### src/design/cirs_consts.svh
`ifndef CIRS_CONSTS_SVH
`define CIRS_CONSTS_SVH

// ----------------------------------------------------------------
// Clock and pin timing.
// ----------------------------------------------------------------
`define CIRS_CLK_NS          5
`define CIRS_SHORT_NS        15
`define CIRS_MEDIUM_NS       30
`define CIRS_LONG_NS         45
`define CIRS_HIGH_NS         5
`define CIRS_CYC(ns)         (((ns) + `CIRS_CLK_NS - 1) / `CIRS_CLK_NS)
`define CIRS_TIMER_W         4

// ----------------------------------------------------------------
// Software register offsets.
// ----------------------------------------------------------------
`define CIRS_ADDR_W          8
`define CIRS_OFS_CMD         8'h00
`define CIRS_OFS_CONFIG      8'h04
`define CIRS_OFS_STATE       8'h08
`define CIRS_OFS_READ_WORD   8'h0C
`define CIRS_OFS_STATUS      8'h10
`define CIRS_OFS_DECODE      8'h14

// ----------------------------------------------------------------
// Command and configuration register fields.
// ----------------------------------------------------------------
`define CIRS_CMD_WORD_HI     15
`define CIRS_CMD_KIND_HI     17
`define CIRS_CMD_KIND_LO     16
`define CIRS_CMD_MEM         18
`define CIRS_CMD_LAST        19
`define CIRS_CFG_NFA_VALID   0
`define CIRS_CFG_HMA_VALID   1
`define CIRS_CFG_SLOW        2
`define CIRS_CFG_W           3

// ----------------------------------------------------------------
// Opcodes and opcode fields.
// ----------------------------------------------------------------
`define CIRS_OP_GROUP_TCO    8'h02
`define CIRS_OP_GROUP_MOV    8'h03
`define CIRS_OP_GROUP_VBC    8'h04
`define CIRS_OP_GROUP_CMP    8'h05
`define CIRS_OP_GROUP_SPECL  8'h06
`define CIRS_OP_GROUP_FULL   8'h07
`define CIRS_OP_GROUP_MOVA   8'h0B
`define CIRS_OP_GROUP_VBCA   8'h0C
`define CIRS_OP_CMP_VALID    16'h0504
`define CIRS_OP_CMP_RANDOM   16'h0507
`define CIRS_OP_SHIFT_KEY_R  16'h0600
`define CIRS_OP_SHIFT_KEY_L  16'h0601
`define CIRS_OP_SHIFT_M2_R   16'h0610
`define CIRS_OP_SHIFT_M2_L   16'h0611
`define CIRS_OP_FRONT_SET    16'h0618
`define CIRS_OP_BACK_SET     16'h0619
`define CIRS_OP_SEG_RESTORE  16'h061A
`define CIRS_OP_FORCE_FULL   16'h0700
`define CIRS_OP_TCO_CT       16'h0200
`define CIRS_OP_TCO_CT_RST   16'h0201
`define CIRS_MOV_MEM_DST     5
`define CIRS_MOV_MEM_SRC     2

// ----------------------------------------------------------------
// Status word fields.
// ----------------------------------------------------------------
`define CIRS_ST_FULL_N       31
`define CIRS_ST_MULTI_N      30
`define CIRS_ST_VAL_HI       29
`define CIRS_ST_VAL_LO       28
`define CIRS_ST_HIT_N        0

`endif

### src/design/cirs_pkg.sv
package cirs_pkg;

  typedef enum logic [1:0] {
    CIRS_SHORT  = 2'h0,
    CIRS_MEDIUM = 2'h1,
    CIRS_LONG   = 2'h2
  } cirs_class_t;

  typedef enum logic [1:0] {
    CIRS_CMD_WRITE  = 2'h0,
    CIRS_DATA_WRITE = 2'h1,
    CIRS_CMD_READ   = 2'h2,
    CIRS_DATA_READ  = 2'h3
  } cirs_kind_t;

  typedef enum logic [3:0] {
    CIRS_IDLE  = 4'b0001,
    CIRS_SETUP = 4'b0010,
    CIRS_LOW   = 4'b0100,
    CIRS_HIGH  = 4'b1000
  } cirs_state_t;

endpackage : cirs_pkg

### src/design/cirs_ce_timer.sv
`timescale 1ns/100ps
`include "cirs_consts.svh"

module cirs_ce_timer
  import cirs_pkg::*;
#(
  parameter int WIDTH = `CIRS_TIMER_W
) (
  // Clock and reset.
  input  wire logic             i_clock,
  input  wire logic             i_rst_n,
  // Load and expiry.
  input  wire logic             i_load,
  input  wire logic [WIDTH-1:0] i_count,
  output logic                  o_done
);

  initial begin
    if (WIDTH < 2) begin
      $error("cirs_ce_timer: WIDTH too small");
    end
  end

  logic [WIDTH-1:0] count;

  always_ff @(posedge i_clock or negedge i_rst_n) begin
    if (!i_rst_n) begin
      count <= '0;
    end else if (i_load) begin
      count <= i_count;
    end else if (count != '0) begin
      count <= count - WIDTH'(1);
    end
  end

  assign o_done = (count == WIDTH'(1));

endmodule : cirs_ce_timer

### src/design/cirs_cycle_class.sv
`timescale 1ns/100ps
`include "cirs_consts.svh"

module cirs_cycle_class
  import cirs_pkg::*;
(
  // Transfer being started.
  input  wire cirs_kind_t  i_kind,
  input  wire logic [15:0] i_word,
  input  wire logic        i_mem,
  input  wire logic        i_last,
  // Pending first half of a two-cycle command.
  input  wire logic        i_second,
  input  wire logic [15:0] i_saved_op,
  // Device knowledge held by software.
  input  wire logic        i_nfa_valid,
  input  wire logic        i_hma_valid,
  input  wire logic        i_slow,
  // Result.
  output cirs_class_t      o_class,
  output logic             o_two_cycle
);

  // --------------------------------------------------------------
  // Opcode classification.
  // --------------------------------------------------------------
  function automatic logic two_cycle_op(input logic [15:0] op);
    two_cycle_op = (op[15:8] == `CIRS_OP_GROUP_TCO) ||
                   (op[15:8] == `CIRS_OP_GROUP_MOVA) ||
                   (op[15:8] == `CIRS_OP_GROUP_VBCA);
  endfunction : two_cycle_op

  function automatic cirs_class_t op_class(input logic [15:0] op, input logic nfa_v,
                                           input logic hma_v, input logic slow);
    op_class = CIRS_SHORT;
    case (op[15:8])
      `CIRS_OP_GROUP_TCO: begin
        if (op == `CIRS_OP_TCO_CT_RST) begin
          op_class = CIRS_MEDIUM;
        end else if (op == `CIRS_OP_TCO_CT && hma_v) begin
          op_class = CIRS_LONG;
        end else begin
          op_class = CIRS_SHORT;
        end
      end
      `CIRS_OP_GROUP_MOV, `CIRS_OP_GROUP_MOVA: begin
        if (op[`CIRS_MOV_MEM_DST]) begin
          op_class = CIRS_LONG;
        end else if (op[`CIRS_MOV_MEM_SRC] || op[15:8] == `CIRS_OP_GROUP_MOVA) begin
          op_class = CIRS_MEDIUM;
        end else if (slow) begin
          op_class = CIRS_MEDIUM;
        end else begin
          op_class = CIRS_SHORT;
        end
      end
      `CIRS_OP_GROUP_VBC, `CIRS_OP_GROUP_VBCA: begin
        op_class = nfa_v ? CIRS_LONG : CIRS_MEDIUM;
      end
      `CIRS_OP_GROUP_CMP: begin
        op_class = CIRS_LONG;
      end
      `CIRS_OP_GROUP_SPECL: begin
        if (op == `CIRS_OP_FRONT_SET || op == `CIRS_OP_BACK_SET || op == `CIRS_OP_SEG_RESTORE) begin
          op_class = CIRS_SHORT;
        end else begin
          op_class = CIRS_MEDIUM;
        end
      end
      `CIRS_OP_GROUP_FULL: begin
        op_class = (op == `CIRS_OP_FORCE_FULL) ? CIRS_LONG : CIRS_SHORT;
      end
      default: begin
        op_class = CIRS_SHORT;
      end
    endcase
  endfunction : op_class

  // --------------------------------------------------------------
  // Class of the transfer.
  // --------------------------------------------------------------
  always_comb begin
    o_two_cycle = 1'b0;
    o_class     = CIRS_SHORT;
    case (i_kind)
      CIRS_CMD_WRITE: begin
        if (i_second) begin
          o_class = op_class(i_saved_op, i_nfa_valid, i_hma_valid, i_slow);
        end else if (two_cycle_op(i_word)) begin
          o_class     = CIRS_SHORT;
          o_two_cycle = 1'b1;
        end else begin
          o_class = op_class(i_word, i_nfa_valid, i_hma_valid, i_slow);
        end
      end
      CIRS_DATA_WRITE: begin
        if (i_mem) begin
          o_class = i_nfa_valid ? CIRS_LONG : CIRS_MEDIUM;
        end else begin
          o_class = i_last ? CIRS_LONG : CIRS_SHORT;
        end
      end
      CIRS_CMD_READ: begin
        o_class = CIRS_MEDIUM;
      end
      CIRS_DATA_READ: begin
        o_class = i_mem ? CIRS_LONG : CIRS_MEDIUM;
      end
      default: begin
        o_class = CIRS_SHORT;
      end
    endcase
  end

endmodule : cirs_cycle_class

### src/design/cirs_host.sv
// What this block does
// - Compare opcodes 0504H-0507H use long cycles.
// - Register moves (medium when slow is set) and selects use short cycles.
// - Memory-to-register moves, logical shifts use medium.
// - Memory writes, compares, 0700H use long cycles.
// - Data writes: last segment long; memory long with NFA valid, else medium.
// - Two-cycle commands: first short, then listed length.
// - Next free location read after its select.
// - Status: low half first, high half next.
`timescale 1ns/100ps
`include "cirs_consts.svh"

module cirs_host
  import cirs_pkg::*;
#(
  parameter int ADDR_W = `CIRS_ADDR_W
) (
  // Clock and reset.
  input  wire logic              i_clock,
  input  wire logic              i_rstn,
  // Software register port.
  input  wire logic [ADDR_W-1:0] i_addr,
  input  wire logic [31:0]       i_wdata,
  input  wire logic              i_wr,
  input  wire logic              i_rd,
  output logic      [31:0]       o_rdata,
  // Device pins.
  output logic                   o_ce_n,
  output logic                   o_cmd_n,
  output logic                   o_wr_n,
  output logic      [15:0]       o_dq,
  output logic                   o_dq_oe,
  input  wire logic [15:0]       i_dq
);

  initial begin
    if (ADDR_W < `CIRS_ADDR_W) begin
      $error("cirs_host: ADDR_W too small for the register map");
    end
  end

  localparam logic [`CIRS_TIMER_W-1:0] SHORT_CYC  = `CIRS_TIMER_W'(`CIRS_CYC(`CIRS_SHORT_NS));
  localparam logic [`CIRS_TIMER_W-1:0] MEDIUM_CYC = `CIRS_TIMER_W'(`CIRS_CYC(`CIRS_MEDIUM_NS));
  localparam logic [`CIRS_TIMER_W-1:0] LONG_CYC   = `CIRS_TIMER_W'(`CIRS_CYC(`CIRS_LONG_NS));
  localparam logic [`CIRS_TIMER_W-1:0] HIGH_CYC   = `CIRS_TIMER_W'(`CIRS_CYC(`CIRS_HIGH_NS));

  // ----------------------------------------------------------------
  // Reset release.
  // ----------------------------------------------------------------
  logic rst_meta_n;
  logic rst_n;

  always_ff @(posedge i_clock or negedge i_rstn) begin
    if (!i_rstn) begin
      rst_meta_n <= 1'b0;
      rst_n      <= 1'b0;
    end else begin
      rst_meta_n <= 1'b1;
      rst_n      <= rst_meta_n;
    end
  end

  // ----------------------------------------------------------------
  // Helpers.
  // ----------------------------------------------------------------
  function automatic logic [`CIRS_TIMER_W-1:0] class_cycles(input cirs_class_t c);
    case (c)
      CIRS_SHORT:  class_cycles = SHORT_CYC;
      CIRS_MEDIUM: class_cycles = MEDIUM_CYC;
      CIRS_LONG:   class_cycles = LONG_CYC;
      default:     class_cycles = LONG_CYC;
    endcase
  endfunction : class_cycles

  function automatic logic is_addr(input logic [ADDR_W-1:0] a, input logic [`CIRS_ADDR_W-1:0] ofs);
    is_addr = (a == ADDR_W'(ofs));
  endfunction : is_addr

  // ----------------------------------------------------------------
  // Declarations.
  // ----------------------------------------------------------------
  cirs_state_t            state;
  cirs_kind_t             kind;
  cirs_kind_t             new_kind;
  cirs_class_t            new_class;
  cirs_class_t            cur_class;
  logic [15:0]            cur_word;
  logic [15:0]            saved_op;
  logic                   second_pending;
  logic                   new_two_cycle;
  logic                   status_pair;
  logic                   status_high;
  logic [`CIRS_CFG_W-1:0] config_bits;
  logic [15:0]            read_word;
  logic [31:0]            match_status;
  logic                   timer_done;
  logic                   timer_load;
  logic [`CIRS_TIMER_W-1:0] timer_count;
  logic                   cmd_write;
  logic                   start;

  assign new_kind  = cirs_kind_t'(i_wdata[`CIRS_CMD_KIND_HI:`CIRS_CMD_KIND_LO]);
  assign cmd_write = i_wr && is_addr(i_addr, `CIRS_OFS_CMD);
  assign start     = cmd_write && (state == CIRS_IDLE);

  // ----------------------------------------------------------------
  // Cycle length and chip enable timer.
  // ----------------------------------------------------------------
  cirs_cycle_class u_class (
    .i_kind      (new_kind),
    .i_word      (i_wdata[`CIRS_CMD_WORD_HI:0]),
    .i_mem       (i_wdata[`CIRS_CMD_MEM]),
    .i_last      (i_wdata[`CIRS_CMD_LAST]),
    .i_second    (second_pending),
    .i_saved_op  (saved_op),
    .i_nfa_valid (config_bits[`CIRS_CFG_NFA_VALID]),
    .i_hma_valid (config_bits[`CIRS_CFG_HMA_VALID]),
    .i_slow      (config_bits[`CIRS_CFG_SLOW]),
    .o_class     (new_class),
    .o_two_cycle (new_two_cycle)
  );

  assign timer_load  = (state == CIRS_SETUP) || ((state == CIRS_LOW) && timer_done);
  assign timer_count = (state == CIRS_SETUP) ? class_cycles(cur_class) : HIGH_CYC;

  cirs_ce_timer #(
    .WIDTH (`CIRS_TIMER_W)
  ) u_timer (
    .i_clock (i_clock),
    .i_rst_n (rst_n),
    .i_load  (timer_load),
    .i_count (timer_count),
    .o_done  (timer_done)
  );

  // ----------------------------------------------------------------
  // Configuration register.
  // ----------------------------------------------------------------
  always_ff @(posedge i_clock or negedge rst_n) begin
    if (!rst_n) begin
      config_bits <= '0;
    end else if (i_wr && is_addr(i_addr, `CIRS_OFS_CONFIG)) begin
      config_bits <= i_wdata[`CIRS_CFG_W-1:0];
    end
  end

  // ----------------------------------------------------------------
  // Transfer sequencer.
  // ----------------------------------------------------------------
  always_ff @(posedge i_clock or negedge rst_n) begin
    if (!rst_n) begin
      state       <= CIRS_IDLE;
      kind        <= CIRS_CMD_WRITE;
      cur_class   <= CIRS_SHORT;
      cur_word    <= '0;
      status_pair <= 1'b0;
      status_high <= 1'b0;
    end else begin
      case (state)
        CIRS_IDLE: begin
          if (start) begin
            state       <= CIRS_SETUP;
            kind        <= new_kind;
            cur_class   <= new_class;
            cur_word    <= i_wdata[`CIRS_CMD_WORD_HI:0];
            status_pair <= (new_kind == CIRS_CMD_READ) && i_wdata[`CIRS_CMD_MEM];
            status_high <= 1'b0;
          end
        end
        CIRS_SETUP: begin
          state <= CIRS_LOW;
        end
        CIRS_LOW: begin
          if (timer_done) begin
            state <= CIRS_HIGH;
          end
        end
        CIRS_HIGH: begin
          if (timer_done) begin
            if (status_pair && !status_high) begin
              state       <= CIRS_SETUP;
              status_high <= 1'b1;
            end else begin
              state <= CIRS_IDLE;
            end
          end
        end
        default: begin
          state <= CIRS_IDLE;
        end
      endcase
    end
  end

  // ----------------------------------------------------------------
  // Two-cycle command tracking.
  // ----------------------------------------------------------------
  always_ff @(posedge i_clock or negedge rst_n) begin
    if (!rst_n) begin
      second_pending <= 1'b0;
      saved_op       <= '0;
    end else if (start && new_kind == CIRS_CMD_WRITE) begin
      if (second_pending) begin
        second_pending <= 1'b0;
      end else if (new_two_cycle) begin
        second_pending <= 1'b1;
        saved_op       <= i_wdata[`CIRS_CMD_WORD_HI:0];
      end
    end
  end

  // ----------------------------------------------------------------
  // Device pins.
  // ----------------------------------------------------------------
  always_ff @(posedge i_clock or negedge rst_n) begin
    if (!rst_n) begin
      o_ce_n  <= 1'b1;
      o_cmd_n <= 1'b1;
      o_wr_n  <= 1'b1;
      o_dq    <= '0;
      o_dq_oe <= 1'b0;
    end else begin
      if (start) begin
        o_cmd_n <= !(new_kind == CIRS_CMD_WRITE || new_kind == CIRS_CMD_READ);
        o_wr_n  <= !(new_kind == CIRS_CMD_WRITE || new_kind == CIRS_DATA_WRITE);
        o_dq    <= i_wdata[`CIRS_CMD_WORD_HI:0];
        o_dq_oe <= (new_kind == CIRS_CMD_WRITE || new_kind == CIRS_DATA_WRITE);
      end else if (state == CIRS_HIGH && timer_done && !(status_pair && !status_high)) begin
        o_cmd_n <= 1'b1;
        o_wr_n  <= 1'b1;
        o_dq_oe <= 1'b0;
      end
      if (state == CIRS_SETUP) begin
        o_ce_n <= 1'b0;
      end else if (state == CIRS_LOW && timer_done) begin
        o_ce_n <= 1'b1;
      end
    end
  end

  // ----------------------------------------------------------------
  // Read capture.
  // ----------------------------------------------------------------
  always_ff @(posedge i_clock or negedge rst_n) begin
    if (!rst_n) begin
      read_word    <= '0;
      match_status <= '0;
    end else if (state == CIRS_LOW && timer_done && (kind == CIRS_CMD_READ || kind == CIRS_DATA_READ)) begin
      read_word <= i_dq;
      if (status_pair && !status_high) begin
        match_status[15:0] <= i_dq;
      end else if (status_pair) begin
        match_status[31:16] <= i_dq;
      end
    end
  end

  // ----------------------------------------------------------------
  // Register read port.
  // ----------------------------------------------------------------
  always_ff @(posedge i_clock or negedge rst_n) begin
    if (!rst_n) begin
      o_rdata <= '0;
    end else if (i_rd) begin
      o_rdata <= '0;
      if (is_addr(i_addr, `CIRS_OFS_CMD)) begin
        o_rdata <= {16'h0000, cur_word};
      end else if (is_addr(i_addr, `CIRS_OFS_CONFIG)) begin
        o_rdata <= {{(32-`CIRS_CFG_W){1'b0}}, config_bits};
      end else if (is_addr(i_addr, `CIRS_OFS_STATE)) begin
        o_rdata <= {28'h000_0000, cur_class, second_pending, (state != CIRS_IDLE)};
      end else if (is_addr(i_addr, `CIRS_OFS_READ_WORD)) begin
        o_rdata <= {16'h0000, read_word};
      end else if (is_addr(i_addr, `CIRS_OFS_STATUS)) begin
        o_rdata <= match_status;
      end else if (is_addr(i_addr, `CIRS_OFS_DECODE)) begin
        o_rdata <= {27'h000_0000,
                    !match_status[`CIRS_ST_HIT_N],
                    match_status[`CIRS_ST_VAL_HI:`CIRS_ST_VAL_LO],
                    !match_status[`CIRS_ST_MULTI_N],
                    !match_status[`CIRS_ST_FULL_N]};
      end
    end
  end

endmodule : cirs_host

### config.mk
export PLATFORM = sky130hd
export DESIGN_NAME = cirs_host
export DESIGN_NICKNAME = d
export VERILOG_FILES = /design/src/design/cirs_pkg.sv /design/src/design/cirs_ce_timer.sv /design/src/design/cirs_cycle_class.sv /design/src/design/cirs_host.sv
export VERILOG_INCLUDE_DIRS = /design/src /design/src/design
export SDC_FILE = /design/constraint.sdc
export NUM_CORES = 1
export LEC_CHECK = 0
export BUFFER_PORTS_ARGS = -buffer_cell sky130_fd_sc_hd__buf_4
export CELL_PAD_IN_SITES_DETAIL_PLACEMENT = 1
export CELL_PAD_IN_SITES_GLOBAL_PLACEMENT = 1
export CORE_MARGIN = 1.5
export CORE_UTILIZATION = 43
export DETAILED_ROUTE_END_ITERATION = 10
export GPL_ROUTABILITY_DRIVEN = 0
export PLACE_DENSITY_LB_ADDON = 0.15
export SETUP_SLACK_MARGIN = 0.05
export SLEW_MARGIN = 20
export SYNTH_ARGS = -nofsm -noshare
export SYNTH_HDL_FRONTEND = slang
export SYNTH_SLANG_ARGS = --single-unit
### constraint.sdc
create_clock -name i_clock -period 5.29 [get_ports i_clock]
set_input_delay 0.7935 -clock i_clock [delete_from_list [all_inputs] [get_ports i_clock]]
set_output_delay 0.7935 -clock i_clock [all_outputs]
set_load 0.05 [all_outputs]
# Word-level counts from Yosys, hierarchy flattened

Cells that the tools add are included.

Add/subtract/negate cells: 1
Multiply operators: 0
Divide/modulo/power cells: 0
$lt $le $gt $ge: 0
Eq/ne operators: 49
Shift-type cells: 0
Multiplexer cells: 53
Bitwise operators: 2
Reductions and logical operators: 49

Operators by type and width:

| cell                                                   | number |
|---|---|
| two-way mux 32 bit                                     | 5 |
| equality test 16 x 11 -> 1 bit (second input constant) | 8 |
| equality test 8 x 3 -> 1 bit (second input constant)   | 9 |
| equality test 16 x 10 -> 1 bit (second input constant) | 4 |
| equality test 8 x 4 -> 1 bit (second input constant)   | 6 |
| two-way mux 2 bit                                      | 17 |
| equality test 8 x 2 -> 1 bit (second input constant)   | 4 |
| two-way mux 4 bit                                      | 6 |
| case mux 2 bit (6 select lines)                        | 2 |
| two-way mux 1 bit                                      | 18 |
| equality test 8 x 5 -> 1 bit (second input constant)   | 2 |
| case mux 4 bit (4 select lines)                        | 1 |
| logical AND 1 bit                                      | 12 |
| logical OR 1 bit                                       | 12 |
| AND reduction 3 bit                                    | 3 |
| equality test 2 bit (second input constant)            | 4 |
| equality test 4 x 1 -> 1 bit (second input constant)   | 2 |
| logical NOT 8 bit                                      | 1 |
| != test 2 bit (second input constant)                  | 4 |
| case mux 2 bit (4 select lines)                        | 1 |
| case mux 4 bit (2 select lines)                        | 1 |
| nonzero test 2 bit                                     | 4 |
| OR reduction 2 bit                                     | 4 |
| logical NOT 1 bit                                      | 7 |
| 13 further kinds                                       | 17 |

Register bits: 152
Latch bits: 0
Bits in writable memories: 0
Memory bits (read-only): 0
Input bits: 60
Output and inout bits: 52
Logic and storage cells: 175
Memories kept: 0

# Depth between registers and ports, before layout

Gate-level depths: netlist (run 1).

Depth in word-level cells: 8
Gate-level depth with buffers: 8

# Cells and area by module

Synthesis (run 1) repeated with hierarchy kept, for this count alone.

Cells, all modules: 544
Area, all modules: 6239.7 um^2

By module, submodules not included:

| module           | instances | cells an instance | area an instance (um^2) |
|---|---|---|---|
| cirs_host        | 1         | 459               | 5609.1 |
| cirs_cycle_class | 1         | 61                | 365.4 |
| cirs_ce_timer    | 1         | 24                | 265.3 |

# Worst setup path before layout (run 1)

No wires, ideal clock.

Path kind: input to register
Start point: input port i_addr[5]
End point: register saved_op[11]
Setup time: 0.125 ns
Arrival: 2.285 ns
Required time: 5.165 ns
Slack: 2.881 ns
Cell stages on the path: 7
Buffers on the path: 2
Cells stage by stage: nor4_2 -> nand2_1 -> nor3_1 -> and4bb_2 -> buf_2 -> buf_6 -> mux2_2

Word-level cells in the longest chain between the ends: 5

RTL lines:

| what                          | line             | RTL |
|---|---|---|
| start, declared               | cirs_host.sv:22  | `input wire logic [ADDR_W-1:0] i_addr,` |
| logical NOT 8 bit             | cirs_host.sv:76  | `is_addr = (a == ADDR_W'(ofs));` |
| logical AND 1 bit             | cirs_host.sv:103 | `` assign cmd_write = i_wr && is_addr(i_addr, `CIRS_OFS_CMD); `` |
| logical AND 1 bit             | cirs_host.sv:104 | `assign start = cmd_write && (state == CIRS_IDLE);` |
| logical AND 1 bit             | cirs_host.sv:202 | `end else if (start && new_kind == CIRS_CMD_WRITE) begin` |
| AND reduction 3 bit (no line) | --               |  |
| end signal, assigned          | cirs_host.sv:207 | `` saved_op <= i_wdata[`CIRS_CMD_WORD_HI:0]; `` |
| end, declared                 | cirs_host.sv:88  | `logic [15:0] saved_op;` |

Every way passes these cells.
A chain may end at the register's enable or synchronous reset.

# Worst setup path in the final report (run 1)

Start point: input port i_addr[2]
End point: register o_dq_oe

Word-level cells in the longest chain between the ends: 4
Elaborated cells between the ends (all ways): 5
Those cells by class: 1 x mux; 4 x reduce/logical

RTL lines:

| what                                                    | line             | RTL |
|---|---|---|
| logical NOT 8 bit *                                     | cirs_host.sv:76  |  |
| logical AND 1 bit *                                     | cirs_host.sv:103 |  |
| logical AND 1 bit *                                     | cirs_host.sv:104 |  |
| two-way mux 1 bit or nonzero test 2 bit (tied branches) | --               |  |
| end signal, assigned                                    | cirs_host.sv:227 | `o_dq_oe <= (new_kind == CIRS_CMD_WRITE \|\| new_kind == CIRS_DATA_WRITE);` |
| end, declared                                           | cirs_host.sv:32  | `output logic o_dq_oe,` |

Every way passes the cells marked *; elsewhere a longest branch is shown, timed or not.

==> flow_metrics.tcl, run 1 <==
set metrics [dict create \
    dp.cells 841 \
    syn_nets 654 \
    hp-class "in2async" \
    fmax_ghz 0.325 \
    most-common-layout-cells "dfrtp_1 (130), buf_4 (102), nand2_1 (100), mux2_2 (65), nor2_1 (46)" \
    ir_worst_vdd_mv 0.206 \
    yosysUniqueCellTypes 67 \
    fp-row-count 43 \
    numPortBuffers 99 \
    crit_fanout 22 \
    finalHoldViolCount 0 \
    die_h_um 123 \
    layout.nets 744 \
    cp.required_ps 5650 \
    met2_length_mm 8.86 \
    overflow 0 \
    fin_tns_setup_ps 0 \
    synth_edf_count 0 \
    start_util_pct 44.3 \
    synth.cell_area_um2 6200 \
    hpwl_mm 11.9 \
    wl_mm 17.5 \
    rsz0062_at_grt "false" \
    syn2layout_area_growth_pct 23.8 \
    ant_nets 0 \
    drive_above_1_share_pct 31.0 \
    wl_per_cell_um 20.1 \
    ys_warn_count 0 \
    avgSynthCellArea_um2 10.5 \
    grt_pass1_vias 5197 \
    io_pins 112 \
    cts.sinks 135 \
    highest_layer "met4" \
    relSlewSlack_pct 29.2 \
    synth-seq-cells 135 \
    post-cts-setup-buffers 0 \
    final-seq-area_um2 3390 \
    status "finished, final reports clean" \
    cpMostUsedCell "nor2_1" \
    cts_root_buf "clkbuf_16" \
    leakagePower_nw 3.60 \
    clock_skew_ps 11.2 \
    crit_arrival_ps 3430 \
    synth_cells 591 \
    setup_slack_ps 2210 \
    fp.dieArea_um2 15100 \
    antenna_found_initial 0 \
    slowest_delay_ps 780 \
    h-tree-depth 4 \
    async_reset_ff_share_pct 100 \
    synthFlopType "dfrtp_1" \
    fin_cells 874 \
    ctsHoldBuffers 0 \
    maxSlewViolCount 0 \
    vias 4887 \
    coreArea_um2 14000 \
    n_fill_cell 1533 \
    cts_tree "done" \
    clk_pin_slew_ps 60 \
    powerDensity_nw_per_um2 345 \
    numCtsBuffers 17 \
    layout_min_cycle_time_ps 3080 \
    finalPower_mw 2.65 \
    place_ws_ps 1810 \
    grt_pass1_wl_mm 27.9 \
    multiInputGateArea_um2 2580 \
    grt_max_degree 85 \
    wl_met3_um 651 \
    drt-initial-drc-count 268 \
    seq_area_frac_synth_pct 54.6 \
    drv_cap 0 \
    final_common_cell "dfrtp_1" \
    antenna_cells 0 \
    worst-setup-path-type "in2reg" \
    wl_met1_mm 7.78 \
    cp_slowest_cell "or4_1" \
    end_kind "register" \
    die_x_um 123 \
    tightest_slew_ps 1060 \
    crit_chain "buf_4 -> or4_1 -> nor2_1 -> nand3_1 -> nor2_1 -> a21o_1" \
    cts_resized 0 \
    worstSkewPairLatency_ps 420 \
    vias_per_cell 5.59 \
    drt_pass1_iterations 4 \
    period_share_pct 58.1 \
    clock_path_buffers 2 \
    drc 0 \
    setup_violations 0 \
    start_kind "primary input" \
    grt_usage_pct 24.5 \
]
## worst paths after layout
kind                                  start                to  slack [ps]  cells past startpoint
setup / recovery                  i_addr[2]           o_dq_oe        2210                      6
setup reg to reg           u_timer.count[1]  match_status[16]        2230                      7
hold reg to reg                       rst_n       o_rdata[10]         330                      0
min in group i_clock             rst_meta_n             rst_n         370                      0
hold / removal                       i_rstn             rst_n         140                      1
max in group asynchronous             rst_n  match_status[12]        3640                      2
## routing by layer
layer | GRT usage, % | vias to the layer above
met1 | 31.8 | 2522
met5 | 0 | -
met2 | 41.7 | 118
li1 | - | 2229
met4 | 8.05 | 0
met3 | 4.34 | 18
## worst max-delay path, delay by kind of cell
family | cells | cell delay (ps)
simple gates | 4 | 2330
buf+inv | 1 | 190
compound gates | 1 | 110
## registers in the layout, summed over array words and instances, names as in the netlist, 2 cells and up
register       count
match_status      32
o_rdata           32
read_word         16
saved_op          16
o_dq              11
cur_word           5
state              4
u_timer.count      4
config_bits        3
cur_class          2
## stage by stage
stage	hold slack, ps	util [%]	instance area (um^2)
after floorplan	331	-	6200
after global placement	340	50.4	7050
after detailed placement	357	50.4	7050
after CTS	135	54.7	7650
after global routing	129	54.9	7670
final	143	54.9	7670
## cell families after synthesis
family,share of synthesized area [%]
mux,12.8
fa+ha+maj,0.606
compound gates,10.1
flops,54.6
buf+inv,3.87
simple gates,17.6
xor+xnor,0.424
other cells,0.0605
## power breakdown
group | leakage [nW] | internal (mW) | switching, mW | total, mW
logic | 1.55 | 0.116 | 0.183 | 0.300
registers | 1.75 | 1.08 | 0.0494 | 1.13
clock network | 0.296 | 0.764 | 0.452 | 1.22
## cells in the mapped netlist (4+ instances only)
cell,number,area (um^2)
nand2_1,100,375
nor2b_1,11,68.8
dfstp_2,4,105
mux2i_1,5,50.1
nor2_1,46,173
nor3_1,10,50.1
dfrtp_1,131,3280
mux2_2,65,732
inv_1,23,86.3
buf_2,6,30.0
o21ai_0,29,145
a21oi_1,35,175
nand4_1,4,25.0
clkbuf_1,17,63.8
nor4_1,8,50.1
a22oi_1,13,97.6
nand3_1,5,25.0
## area by class of cell
class / instances / share of cell area (%)
Sequential cell: 135 / 44.1
Clock buffer: 20 / 5.95
Clock inverter: 12 / 1.97
Timing Repair Buffer: 103 / 10.2
Inverter: 23 / 1.12
Multi-Input combinational cell: 401 / 33.6
Tap cell: 180 / 2.93
Note: power is estimated with default switching activity, not from simulation.
==> run 2, diff against run 1 <==
==> constraint.sdc (replaced) <==
create_clock -name i_clock -period 3.05 [get_ports i_clock]
set_input_delay 0.4575 -clock i_clock [delete_from_list [all_inputs] [get_ports i_clock]]
set_output_delay 0.4575 -clock i_clock [all_outputs]
set_load 0.05 [all_outputs]
==> run 2 against run 1 <==
Compared with the run above: final cell count up 1.3%; worst setup slack worse by 1500 ps; critical endpoint is now match_status[31]; clock power up 57%; flip-flop and latch count unchanged; largest cell class unchanged; non-clock buffer count up 12; critical path depth grew 3; sequential share of layout area shrank 0.11 points; combinational power up 72%; final area is 0.26% higher.
==> flow_metrics.tcl, run 2 (synthesized netlist as in run 1, its figures left out) <==
set metrics [dict create \
    layout_min_cycle_time_ps 2360 \
    drive_above_1_share_pct 31.9 \
    n_fill_cell 1529 \
    largestRegisters "match_status: 32 flops, o_rdata: 32 flops" \
    dp.cells 853 \
    drt_pass1_iterations 4 \
    numCtsBuffers 17 \
    leakagePower_nw 3.62 \
    clock_path_buffers 2 \
    h-tree-depth 4 \
    drc 0 \
    cts_resized 0 \
    die_h_um 123 \
    cts_tree "done" \
    antenna_found_initial 0 \
    fin_cells 885 \
    wl_per_cell_um 19.2 \
    most-common-layout-cells "dfrtp_1 (130), buf_4 (114), nand2_1 (100), mux2_2 (65), nor2_1 (46)" \
    fp-row-count 43 \
    crit_fanout 17 \
    drt-initial-drc-count 301 \
    overflow 0 \
    coreArea_um2 14000 \
    grt_pass1_vias 5195 \
    syn2layout_area_growth_pct 24.1 \
    rsz0062_at_grt "false" \
    io_pins 112 \
    numPortBuffers 99 \
    fin_tns_setup_ps 0 \
    ir_worst_vdd_mv 0.398 \
    drv_cap 0 \
    maxSlewViolCount 0 \
    hpwl_mm 11.9 \
    clk_pin_slew_ps 60 \
    grt_pass1_wl_mm 27.6 \
    relSlewSlack_pct 49.6 \
    antenna_cells 0 \
    fmax_ghz 0.423 \
    vias 4911 \
    grt_max_degree 57 \
    final_common_cell "dfrtp_1" \
    ant_nets 0 \
    powerDensity_nw_per_um2 570 \
    setup_violations 0 \
    tightest_slew_ps 756 \
    start_util_pct 44.3 \
    layout.nets 756 \
    cts_root_buf "clkbuf_16" \
    vias_per_cell 5.55 \
    wl_mm 17.0 \
    end_kind "register" \
    crit_arrival_ps 2670 \
    grt_usage_pct 24.2 \
    period_share_pct 77.5 \
    final-seq-area_um2 3390 \
    worst-setup-path-type "reg2reg" \
    finalHoldViolCount 0 \
    cp.required_ps 3360 \
    hp-class "in2reg" \
    multiInputGateArea_um2 2580 \
    die_x_um 123 \
    status "finished, final reports clean" \
    worstSkewPairLatency_ps 430 \
    clock_skew_ps 9.26 \
    fp.dieArea_um2 15100 \
    cts.sinks 135 \
    start_kind "register" \
]
[run 2: cell types whose count changed in the layout (fill, tap and decap cells not counted), sizes merged]
cell / delta
inv: +1
dlygate4sd3: +1
bufinv: -2
clkinvlp: +3
clkbuf: -1
buf: +11
clkinv: -2
[run 2: path summary, 6_finish.rpt]
path                                  start                to  slack, ps  depth (start not counted)
max in group asynchronous             rst_n           o_cmd_n       1800                          1
hold reg to reg                  rst_meta_n             rst_n        360                          0
min in group asynchronous            i_rstn             rst_n        360                          2
setup / recovery           u_timer.count[1]  match_status[31]        690                          9
hold / removal                  i_wdata[14]          o_dq[14]        240                          3
setup reg to reg           u_timer.count[1]  match_status[31]        690                          9
[run 2: cell type report]
| class | instances | area share (%) |
|---|---|---|
| multi-input cells | 401 | 33.6 |
| clock inverters | 12 | 1.37 |
| inverters | 23 | 1.12 |
| flip-flops and latches | 135 | 44.0 |
| repair buffers | 115 | 11.3 |
| clock buffers | 19 | 5.76 |
| well taps | 180 | 2.93 |
[run 2: stage by stage]
| step | util, % | instance area (um^2) | setup slack, ps | hold slack [ps] | power (mW) |
|---|---|---|---|---|---|
| global placement | 51.0 | 7140 | 665 | 240 | 2.48 |
| floorplan | - | 6200 | 809 | 162 | 2.30 |
| detailed placement | 51.0 | 7140 | 593 | 240 | 2.51 |
| finish | 55.0 | 7690 | 685 | 240 | 4.38 |
| CTS | 55.0 | 7690 | 690 | 231 | 4.43 |
| global route | 55.0 | 7690 | 537 | 245 | 4.57 |
[run 2: what timing repair did]
item,in CTS,in global routing
setup endpoints to repair,0,0
endpoints found under the hold margin,2,0
hold buffers,1,0
setup buffers,0,0
[run 2: worst max-delay path, cell delays in order, from the launching register on]
cell	delay (ps)
dfrtp_1	390
inv_1	130
ha_1	200
nand4bb_1	140
nor2_1	230
nand3_2	100
buf_4	240
nor2_2	140
buf_4	290
mux2_2	380
[run 2: layer usage]
metal  routed length [um]  vias to the layer above  GRT usage [%]  share of wire (%)
met2                 8210                      123           38.8                 48
met3                  788                       26           4.80                4.6
met5                    0                        -              0                  0
met1                 7640                     2500           32.8                 45
met4                  357                        0           8.91                2.1
li1                     -                     2262              -                  -
[run 2: power by group]
part | internal [mW] | switching (mW)
combinational | 0.202 | 0.315
clock | 1.13 | 0.775
sequential | 1.88 | 0.0853
total | 3.21 | 1.17
